[src/rtl/adv_timer_pkg.sv]
// Package for the reload, compare and dead-time section of the timer.
// Assumes a 32-bit classic Wishbone register bus on one 20 MHz clock.
package adv_timer_pkg;
    // Register byte offsets
    localparam logic [7:0] reload_offset      = 8'h2c;
    localparam logic [7:0] repetition_offset  = 8'h30;
    localparam logic [7:0] channel1_offset    = 8'h34;
    localparam logic [7:0] channel2_offset    = 8'h38;
    localparam logic [7:0] channel3_offset    = 8'h3c;
    localparam logic [7:0] channel4_offset    = 8'h40;
    localparam logic [7:0] brake_offset       = 8'h44;
    // Own registers: channel control, output control and counter status
    localparam logic [7:0] channel_ctrl_offset = 8'h50;
    localparam logic [7:0] output_ctrl_offset  = 8'h54;
    localparam logic [7:0] status_offset       = 8'h58;

    // Reset values
    localparam logic [15:0] reload_reset     = 16'hffff;
    localparam logic [15:0] zero_reset       = 16'h0000;

    // Brake/dead-time field positions
    localparam int dts_lsb       = 0;
    localparam int lock_lsb      = 8;
    localparam int idle_os_bit   = 10;
    localparam int run_os_bit    = 11;
    localparam int brake_en_bit  = 12;
    localparam int brake_pol_bit = 13;
    localparam int auto_oe_bit   = 14;
    localparam int main_oe_bit   = 15;

    // Channel control register layout, per channel x at 4*x
    localparam int chan_mode_lsb    = 0;  // 0 output, 1 input
    localparam int chan_preload_lsb = 1;  // compare preload enable
    localparam int chan_cmode_lsb   = 2;  // compare mode, 2 bits
    // Output control register layout, per channel x at 4*x
    localparam int out_enable_lsb   = 0;
    localparam int out_pol_lsb      = 1;
    localparam int out_npol_lsb     = 2;
    localparam int out_idle_lsb     = 3;
    // Complementary idle states sit above the channel nibbles
    localparam int out_nidle_lsb    = 16;

    typedef enum logic [1:0] {
        lock_off   = 2'b00,
        lock_one   = 2'b01,
        lock_two   = 2'b10,
        lock_three = 2'b11
    } lock_type;

    typedef enum logic [1:0] {
        out_off      = 2'b00,
        out_deadtime = 2'b01,
        out_active   = 2'b10
    } out_state_type;

    // One Wishbone request
    typedef struct packed {
        logic        cyc;
        logic        stb;
        logic        we;
        logic [7:0]  adr;
        logic [3:0]  sel;
        logic [31:0] dat;
    } wb_req_type;

    // Per-channel pin pair
    typedef struct packed {
        logic main_pin;
        logic comp_pin;
    } pin_pair_type;
endpackage

[src/rtl/adv_timer_reload_compare_deadtime.sv]
// Reload, repetition, four capture/compare channels, dead time and lock.
// Assumes a classic Wishbone master, one clock, synchronous reset.
//
// Notes on behaviour
// - Reload resets all ones; zero stops counter.
// - Repetition counts down, update at zero, reloads.
// - New repetition value used from next update.
// - Input channel latches counter on capture.
// - Output channel compares value against counter.
// - Preload off: written value applies at once.
// - Preload on: written value applies at update.
// - Channels two to four behave like one.
// - Dead time low ranges: x1 and 2x steps.
// - Dead time high ranges: 8x and 16x steps.
// - Dead-time setting locked at levels one to three.
// - Lock zero leaves everything writable.
// - Level one locks brake and idle bits.
// - Level two adds polarity and off-state bits.
// - Level three adds compare mode and preload.
// - Lock field writable once after reset.
// - Idle off-state bit shapes enable in idle.
// - Run off-state bit shapes enable in run.
// - Off-state zero disables; one drives inactive first.
`timescale 1ns/10ps
module adv_timer_reload_compare_deadtime
    import adv_timer_pkg::*;
#(
    parameter int channels = 4
) (
    input  wire logic        clk_i,
    input  wire logic        rst_i,
    input  wire wb_req_type  wb_req_i,      // Wishbone request group
    output logic [31:0]      wb_dat_o,      // Read data
    output logic             wb_ack_o,      // Access acknowledge
    input  wire logic        dt_tick_i,     // Dead-time clock enable pulse
    input  wire logic [3:0]  capture_i,     // Capture event per channel
    output logic [15:0]      counter_o,     // Current counter value
    output logic             update_o,      // Update event pulse
    output pin_pair_type [3:0] pins_o,      // Channel output pairs
    output logic [3:0]       pins_oe_o      // Pin drive enables
);
    // Software-visible registers and internal state
    logic [15:0] reload_limit;          // Auto-reload value
    logic [7:0]  repetition_value;      // Programmed repetition
    logic [7:0]  repetition_left;       // Working repetition count
    logic [15:0] shadow_value [4];      // Values software sees
    logic [15:0] active_value [4];      // Values the comparator uses
    logic [15:0] brake_reg;             // Brake/dead-time register
    logic [15:0] chan_ctrl;             // Mode, preload, compare mode
    logic [31:0] out_ctrl;              // Enables, polarity, idle
    logic        lock_written;          // Lock field already set
    logic [15:0] counter_value;         // Up counter
    logic        update_pulse;          // Update event
    logic        wrap;                  // Counter reached limit

    wire logic     access = wb_req_i.cyc && wb_req_i.stb && !wb_ack_o;
    wire logic     wr     = access && wb_req_i.we;
    wire logic [15:0] wdat = wb_req_i.dat[15:0];
    wire lock_type lock   = lock_type'(brake_reg[lock_lsb +: 2]);

    // Merge 16-bit write data into a register under byte enables
    function automatic logic [15:0] merge16(input logic [15:0] old,
                                            input logic [15:0] nw,
                                            input logic [3:0]  sel);
        merge16 = old;
        if (sel[0]) merge16[7:0]  = nw[7:0];
        if (sel[1]) merge16[15:8] = nw[15:8];
    endfunction

    // Replace only the bits in mask with new data
    function automatic logic [15:0] guarded(input logic [15:0] old,
                                            input logic [15:0] nw,
                                            input logic [15:0] mask);
        guarded = (old & ~mask) | (nw & mask);
    endfunction

    // Dead-time length in ticks from the 8-bit setting
    function automatic logic [10:0] deadtime_ticks(input logic [7:0] s);
        if (!s[7])
            deadtime_ticks = {3'h0, s};
        else if (!s[6])
            deadtime_ticks = {4'h0, 1'b1, s[5:0]} << 1;
        else if (!s[5])
            deadtime_ticks = {5'h0, 1'b1, s[4:0]} << 3;
        else
            deadtime_ticks = {5'h0, 1'b1, s[4:0]} << 4;
    endfunction

    // Acknowledge one cycle after each request is seen
    always_ff @(posedge clk_i) begin
        if (rst_i) begin
            wb_ack_o <= 1'b0;
        end else begin
            wb_ack_o <= access;
        end
    end

    // Read data mux; unmapped offsets read as zero
    always_ff @(posedge clk_i) begin
        if (rst_i) begin
            wb_dat_o <= 32'h0000_0000;
        end else if (access) begin
            case (wb_req_i.adr)
                reload_offset:       wb_dat_o <= {16'h0, reload_limit};
                repetition_offset:   wb_dat_o <= {24'h0, repetition_value};
                channel1_offset:     wb_dat_o <= {16'h0, shadow_value[0]};
                channel2_offset:     wb_dat_o <= {16'h0, shadow_value[1]};
                channel3_offset:     wb_dat_o <= {16'h0, shadow_value[2]};
                channel4_offset:     wb_dat_o <= {16'h0, shadow_value[3]};
                brake_offset:        wb_dat_o <= {16'h0, brake_reg};
                channel_ctrl_offset: wb_dat_o <= {16'h0, chan_ctrl};
                output_ctrl_offset:  wb_dat_o <= out_ctrl;
                status_offset:       wb_dat_o <= {8'h0, repetition_left,
                                                  counter_value};
                default:             wb_dat_o <= 32'h0000_0000;
            endcase
        end
    end

    // Reload and repetition registers
    always_ff @(posedge clk_i) begin
        if (rst_i) begin
            reload_limit     <= reload_reset;
            repetition_value <= 8'h00;
        end else if (wr && wb_req_i.adr == reload_offset) begin
            reload_limit <= merge16(reload_limit, wdat, wb_req_i.sel);
        end else if (wr && wb_req_i.adr == repetition_offset
                     && wb_req_i.sel[0]) begin
            repetition_value <= wdat[7:0];
        end
    end

    // Up counter; a zero limit holds it still
    always_ff @(posedge clk_i) begin
        if (rst_i) begin
            counter_value <= 16'h0000;
        end else if (reload_limit == 16'h0000) begin
            counter_value <= counter_value;
        end else if (wrap) begin
            counter_value <= 16'h0000;
        end else begin
            counter_value <= counter_value + 16'h0001;
        end
    end
    assign wrap = (reload_limit != 16'h0000) &&
                  (counter_value >= reload_limit);

    // Repetition counter: update only when it has run down to zero
    always_ff @(posedge clk_i) begin
        if (rst_i) begin
            repetition_left <= 8'h00;
        end else if (wrap) begin
            if (repetition_left == 8'h00)
                repetition_left <= repetition_value;
            else
                repetition_left <= repetition_left - 8'h01;
        end
    end
    assign update_pulse = wrap && (repetition_left == 8'h00);
    assign update_o     = update_pulse;
    assign counter_o    = counter_value;

    // Compare/capture values for all channels
    always_ff @(posedge clk_i) begin
        if (rst_i) begin
            for (int i = 0; i < 4; i++) begin
                shadow_value[i] <= zero_reset;
                active_value[i] <= zero_reset;
            end
        end else begin
            for (int i = 0; i < channels; i++) begin
                if (chan_ctrl[4*i + chan_mode_lsb]) begin
                    if (capture_i[i] && out_ctrl[4*i + out_enable_lsb])
                        shadow_value[i] <= counter_value;
                    active_value[i] <= shadow_value[i];
                end else begin
                    if (wr && wb_req_i.adr == channel1_offset
                              + 8'(4*i)) begin
                        shadow_value[i] <= merge16(shadow_value[i], wdat,
                                                   wb_req_i.sel);
                        if (!chan_ctrl[4*i + chan_preload_lsb])
                            active_value[i] <= merge16(shadow_value[i],
                                                       wdat,
                                                       wb_req_i.sel);
                    end
                    if (update_pulse && chan_ctrl[4*i + chan_preload_lsb])
                        active_value[i] <= shadow_value[i];
                end
            end
        end
    end

    // Brake/dead-time register with lock levels
    always_ff @(posedge clk_i) begin
        logic [15:0] mask;
        logic [15:0] nv;
        mask = 16'h0000;
        nv   = 16'h0000;
        if (rst_i) begin
            brake_reg    <= zero_reset;
            lock_written <= 1'b0;
        end else if (wr && wb_req_i.adr == brake_offset) begin
            nv   = merge16(brake_reg, wdat, wb_req_i.sel);
            mask = 16'h8000;
            if (lock == lock_off) begin
                mask = 16'hfcff;
            end else if (lock == lock_one) begin
                mask = 16'h8c00;
            end
            if (!lock_written && wb_req_i.sel[1]) begin
                mask = mask | 16'h0300;
                lock_written <= 1'b1;
            end
            brake_reg <= guarded(brake_reg, nv, mask);
        end
    end

    // Channel control; level three freezes compare mode and preload
    always_ff @(posedge clk_i) begin
        if (rst_i) begin
            chan_ctrl <= zero_reset;
        end else if (wr && wb_req_i.adr == channel_ctrl_offset) begin
            chan_ctrl <= guarded(chan_ctrl,
                                 merge16(chan_ctrl, wdat, wb_req_i.sel),
                                 (lock == lock_three) ? 16'h1111
                                                      : 16'hffff);
        end
    end

    // Output control; levels lock idle and polarity bits
    always_ff @(posedge clk_i) begin
        logic [31:0] mask;
        logic [31:0] nv;
        nv = out_ctrl;
        if (wb_req_i.sel[0]) nv[7:0]   = wb_req_i.dat[7:0];
        if (wb_req_i.sel[1]) nv[15:8]  = wb_req_i.dat[15:8];
        if (wb_req_i.sel[2]) nv[23:16] = wb_req_i.dat[23:16];
        if (wb_req_i.sel[3]) nv[31:24] = wb_req_i.dat[31:24];
        mask = 32'h000f_ffff;
        if (lock != lock_off)
            mask = mask & 32'hfff0_7777;
        if (lock == lock_two || lock == lock_three)
            mask = mask & 32'hfff0_1111;
        if (rst_i) begin
            out_ctrl <= 32'h0000_0000;
        end else if (wr && wb_req_i.adr == output_ctrl_offset) begin
            out_ctrl <= (out_ctrl & ~mask) | (nv & mask);
        end
    end

    // Per-channel output sequencer with dead time
    out_state_type state [4];
    logic [10:0]   dt_count [4];
    logic [3:0]    enable_q;
    logic [3:0]    compare_hit;

    always_ff @(posedge clk_i) begin
        if (rst_i) begin
            enable_q <= 4'h0;
            for (int i = 0; i < 4; i++) begin
                state[i]    <= out_off;
                dt_count[i] <= 11'h000;
            end
        end else begin
            for (int i = 0; i < 4; i++) begin
                enable_q[i] <= out_ctrl[4*i + out_enable_lsb];
                case (state[i])
                    out_off: begin
                        // Rising enable: off-state bit picks the path
                        if (out_ctrl[4*i] && !enable_q[i] &&
                            brake_reg[brake_reg[main_oe_bit] ? run_os_bit
                                                 : idle_os_bit]) begin
                            state[i]    <= out_deadtime;
                            dt_count[i] <= deadtime_ticks(brake_reg[7:0]);
                        end
                    end
                    out_deadtime: begin
                        if (!out_ctrl[4*i])
                            state[i] <= out_off;
                        else if (dt_count[i] == 11'h000)
                            state[i] <= out_active;
                        else if (dt_tick_i) begin
                            // Leave on the last tick so the gap is exact
                            dt_count[i] <= dt_count[i] - 11'h001;
                            if (dt_count[i] == 11'h001)
                                state[i] <= out_active;
                        end
                    end
                    out_active: begin
                        if (!out_ctrl[4*i])
                            state[i] <= out_off;
                    end
                    default: state[i] <= out_off;
                endcase
            end
        end
    end

    // Output compare: active while the counter is below the value
    always_comb begin
        for (int i = 0; i < 4; i++) begin
            compare_hit[i] = counter_value < active_value[i];
        end
    end

    // Pin drive: inactive in dead time, then idle or compare level
    always_ff @(posedge clk_i) begin
        if (rst_i) begin
            pins_o    <= '0;
            pins_oe_o <= 4'h0;
        end else begin
            for (int i = 0; i < 4; i++) begin
                pins_oe_o[i] <= (state[i] != out_off);
                if (state[i] == out_deadtime) begin
                    pins_o[i].main_pin <= out_ctrl[4*i + out_pol_lsb];
                    pins_o[i].comp_pin <= out_ctrl[4*i + out_npol_lsb];
                end else if (!brake_reg[main_oe_bit]) begin
                    pins_o[i].main_pin <= out_ctrl[4*i + out_idle_lsb];
                    pins_o[i].comp_pin <= out_ctrl[out_nidle_lsb + i];
                end else begin
                    pins_o[i].main_pin <= compare_hit[i] ^
                                          out_ctrl[4*i + out_pol_lsb];
                    pins_o[i].comp_pin <= !compare_hit[i] ^
                                          out_ctrl[4*i + out_npol_lsb];
                end
            end
        end
    end
endmodule // adv_timer_reload_compare_deadtime

[config.mk]
export PLATFORM = sky130hd
export DESIGN_NAME = adv_timer_reload_compare_deadtime
export DESIGN_NICKNAME = d
export VERILOG_FILES = /design/src/rtl/adv_timer_pkg.sv /design/src/rtl/adv_timer_reload_compare_deadtime.sv
export SDC_FILE = /design/constraint.sdc
export NUM_CORES = 1
export LEC_CHECK = 0
export BUFFER_PORTS_ARGS = -buffer_cell sky130_fd_sc_hd__buf_2
export CORE_UTILIZATION = 60
export CTS_BUF_LIST = sky130_fd_sc_hd__clkbuf_2 sky130_fd_sc_hd__clkbuf_4 sky130_fd_sc_hd__clkbuf_8
export DETAILED_ROUTE_END_ITERATION = 7
export PLACE_DENSITY = 0.85
export SLEW_MARGIN = 20
export SYNTH_ARGS = -nofsm -noshare
export SYNTH_HDL_FRONTEND = slang
export SYNTH_SLANG_ARGS = --single-unit
[constraint.sdc]
create_clock -name clk_i -period 4.5 [get_ports clk_i]
set_clock_uncertainty 0.1 [all_clocks]
set_input_delay 0.675 -clock clk_i [delete_from_list [all_inputs] [get_ports clk_i]]
set_output_delay 0.675 -clock clk_i [all_outputs]
set_load 0.01 [all_outputs]
==> out/results.txt <==
Sequential share of the synthesized area - 44.8%
Worst-path maximum fanout - 9
Worst reg2reg path depth - 7
EDFF count, synth - 180
Routability Congestion - 1.06
DIE WIDTH - 177 microns
PD cells - 314 nW/um^2
Setup TNS - 0 ns
Final Setup Violations - 0
Slowest cell on the critical path - o31a_1
HPWL after DPL - 43,400 microns
Pint - 4.74 mW
Leak - 8.13 nW
Crit Path Class - flip-flop to output pin
Worst EP arrival - 3.30 ns
Number of synthesized register bits - 322
Fin. Hold Viols - 0
Total die area - 31,400 sq um
Sw frac - 25.4%
Sequential power share - 50.7%
Longest Clk Path Bufs - 3
Final net count - 2,174
Synth top area cells - edfxtp_1, dfxtp_1, mux2i_1, ha_1, nand2_1
Worst slew margin - 23.2%
Vias per Instance - 6.82
Pre-CTS WS - 0.802 ns
Comb power frac - 7.1%
Initial Utilization - 61.6%
Core box area - 29,900 sq um
Synth top area share - 29.4%
Failing checks - DRC
Synth unique cells - 86
Crit path cell chain - inv_1 -> ha_1 -> nor3b_2 -> and2_0 -> and2_1 -> o31a_1 -> buf_2
Avg Synthesized Cell Area - 9.32 sq um
Syn. warnings - 0
Flop-to-flop setup slack - 0.85 ns
DRC - 36
Power share of the clock group - 42.3%
Clock latency on the worst-skew pair - 0.62 ns
Root Buffer Master - clkbuf_8
Maxcap violations - 0
Initial DRT Pass Iterations - 8
Min-Delay Path Class - primary input to flip-flop
Via Count - 16,800
Peak VDD IR - 0.000263 V
GRT Total Usage - 39.8%
Hold-fix buffers, CTS - 0
Multi-input logic area - 9200 sq um
Share of cells above drive strength 1 - 13.2%
Switching power - 1.62 mW
H-tree depth - 2
Largest net degree at the start of global routing - 71
Num CTS Buffers - 53
Total wire length - 62,500 microns
Yosys top cell by area - edfxtp_1
Fmax - 246 MHz
Total grt overflow - 0
RSZ-0062 raised after global routing - false
CTS tree - built
Worst Tran Pin Value - 1.14 ns
Filler cell count - 2,269
Synthesized instance count - 1,975
Top_reg_cell synth - edfxtp_1
Register Area - 8250 sq um
CP required - 3.72 ns
Number of I/O port buffers - 94
Hold depth - 2
Clk pin slew, worst setup/hold paths - 0.06 ns
Run status - finished with violations
FP Rows - 63
Crit end category - output pin
First-pass GRT wire length - 93,100 microns
Vias in the first global route - 15,700
Fraction of registers with async set/reset - 0%
Setup crit start kind - flip-flop
Final Max Tran Viols - 0
Post-DR wirelength/cell - 25.3 microns
DIE HEIGHT - 177 microns
P&R area growth vs syn - 9.80%
CTS Sinks - 322
Initial antenna violation count - 2
PostCTS Resize Cnt - 0
Synthesized area - 18,400 sq um
Top Ports - 116
Post-CTS setup buffer count - 0
Fin crit period - 4.07 ns
DRT iter0 DRCs - 2,576
CP max stage delay - 0.57 ns
Post-DRT Antenna Nets - 0
Final period utilization - 90.5%
Worst setup margin - 0.428 ns
power groups by stage:
stage | clock network, mW | registers (mW) | logic (mW)
floorplan | 0 | 3.26 | 0.275
global placement | 0 | 3.27 | 0.413
global route | 2.80 | 3.22 | 0.470
finish | 2.69 | 3.22 | 0.448
CTS | 2.67 | 3.21 | 0.430
detailed placement | 0 | 3.28 | 0.428
kinds of logic (layout without fill, tap and decap cells):
kind of cell | count (synthesis) | in the layout | share of synthesized area, %
xor gates and xnor gates | 47 | 47 | 2.24
other | 1 | 9 | 0.0204
AOI/OAI and AO/OA | 478 | 478 | 16.7
DFF | 322 | 322 | 44.8
and+or+nand+nor | 658 | 658 | 17.3
muxes | 135 | 135 | 7.45
adders and majority gates | 89 | 89 | 6.05
buffers and inverters | 245 | 338 | 5.44
cell type report:
class,count,share of cell area (%)
antenna,1,0.0124
tap,390,2.41
clock inverter,20,0.687
multi-input combinational,1415,45.5
sequential,322,40.8
inverter,103,1.91
timing repair buffer,136,3.90
clock buffer,79,4.76
critical path: cells and delay by family (launching register included):
kind | cells | cell delay (ns)
buffers and inverters | 2 | 0.36
AOI/OAI and AO/OA | 1 | 0.57
adders and majority gates | 1 | 0.20
DFF | 1 | 0.34
and+or+nand+nor | 3 | 1.22
metrics by stage:
| step | hold WS, ns | util, % | instance area, sq um | cells | power, mW |
|---|---|---|---|---|---|
| 2_1_floorplan | 0.345 | - | 18400 | 1982 | 3.54 |
| 3_3_place_gp | 0.335 | 64.0 | 19100 | 2366 | 3.69 |
| 3_5_place_dp | 0.337 | 64.0 | 19100 | 2366 | 3.70 |
| 4_1_cts | 0.182 | 67.6 | 20200 | 2465 | 6.32 |
| 5_1_grt | 0.199 | 67.6 | 20200 | 2465 | 6.49 |
| 6_report | 0.210 | 67.7 | 20200 | 2466 | 6.35 |
cells in the mapped netlist (all sizes together), types with 5 or more instances:
master / number
a31oi: 12
o211ai: 22
nor2: 128
a221oi: 5
nor4: 19
nand2b: 12
and3: 15
ha: 89
xor2: 21
edfxtp: 180
o31a: 6
mux2i: 128
a2111o: 5
xnor2: 26
or4: 9
buf: 36
inv: 103
nand3b: 5
a21oi: 132
clkbuf: 106
and2: 16
or3: 12
o31ai: 5
a222oi: 7
dfxtp: 142
a22o: 22
or3b: 5
nand4: 17
o22ai: 51
nor4b: 5
o21ai: 119
or4b: 5
nor2b: 19
a22oi: 42
nor3: 35
nand3: 80
nand2: 251
a211oi: 12
mux2: 6
nor3b: 10
cell usage in the layout (no fill, tap or decap), types with 11 or more instances in the layout:
| cell | count |
|---|---|
| nor2_1 | 124 |
| and3_1 | 15 |
| ha_1 | 89 |
| a22oi_1 | 42 |
| or3_1 | 12 |
| a22o_1 | 22 |
| nand2_1 | 251 |
| o211ai_1 | 22 |
| and2_1 | 15 |
| xor2_1 | 21 |
| buf_2 | 93 |
| nand3_1 | 80 |
| a211oi_1 | 11 |
| clkbuf_8 | 59 |
| o22ai_1 | 51 |
| mux2i_1 | 128 |
| nand4_1 | 17 |
| a21oi_1 | 122 |
| clkbuf_4 | 20 |
| edfxtp_1 | 180 |
| o21ai_0 | 117 |
| a31oi_1 | 11 |
| xnor2_1 | 26 |
| nand2b_1 | 12 |
| nor3_1 | 34 |
| nor2b_1 | 19 |
| nor4_1 | 18 |
| buf_4 | 43 |
| inv_1 | 102 |
| dfxtp_1 | 142 |
path summary, 6_finish.rpt:
path                                         start                  to
worst max-delay path            repetition_left[0]            update_o
worst min-delay path                         rst_i       brake_reg[15]
worst max register to register  repetition_left[0]  active_value[1][0]
worst min register to register        wb_dat_o[11]        wb_dat_o[11]
metal layers:
layer	global-route usage, %	up-vias	routed length [microns]
met2	58.6	1364	26600
li1	-	7323	-
met1	53.0	7851	22900
met4	23.5	2	4200
met5	0	-	8
met3	9.75	270	8750
Note: power is estimated with default switching activity, not from simulation.
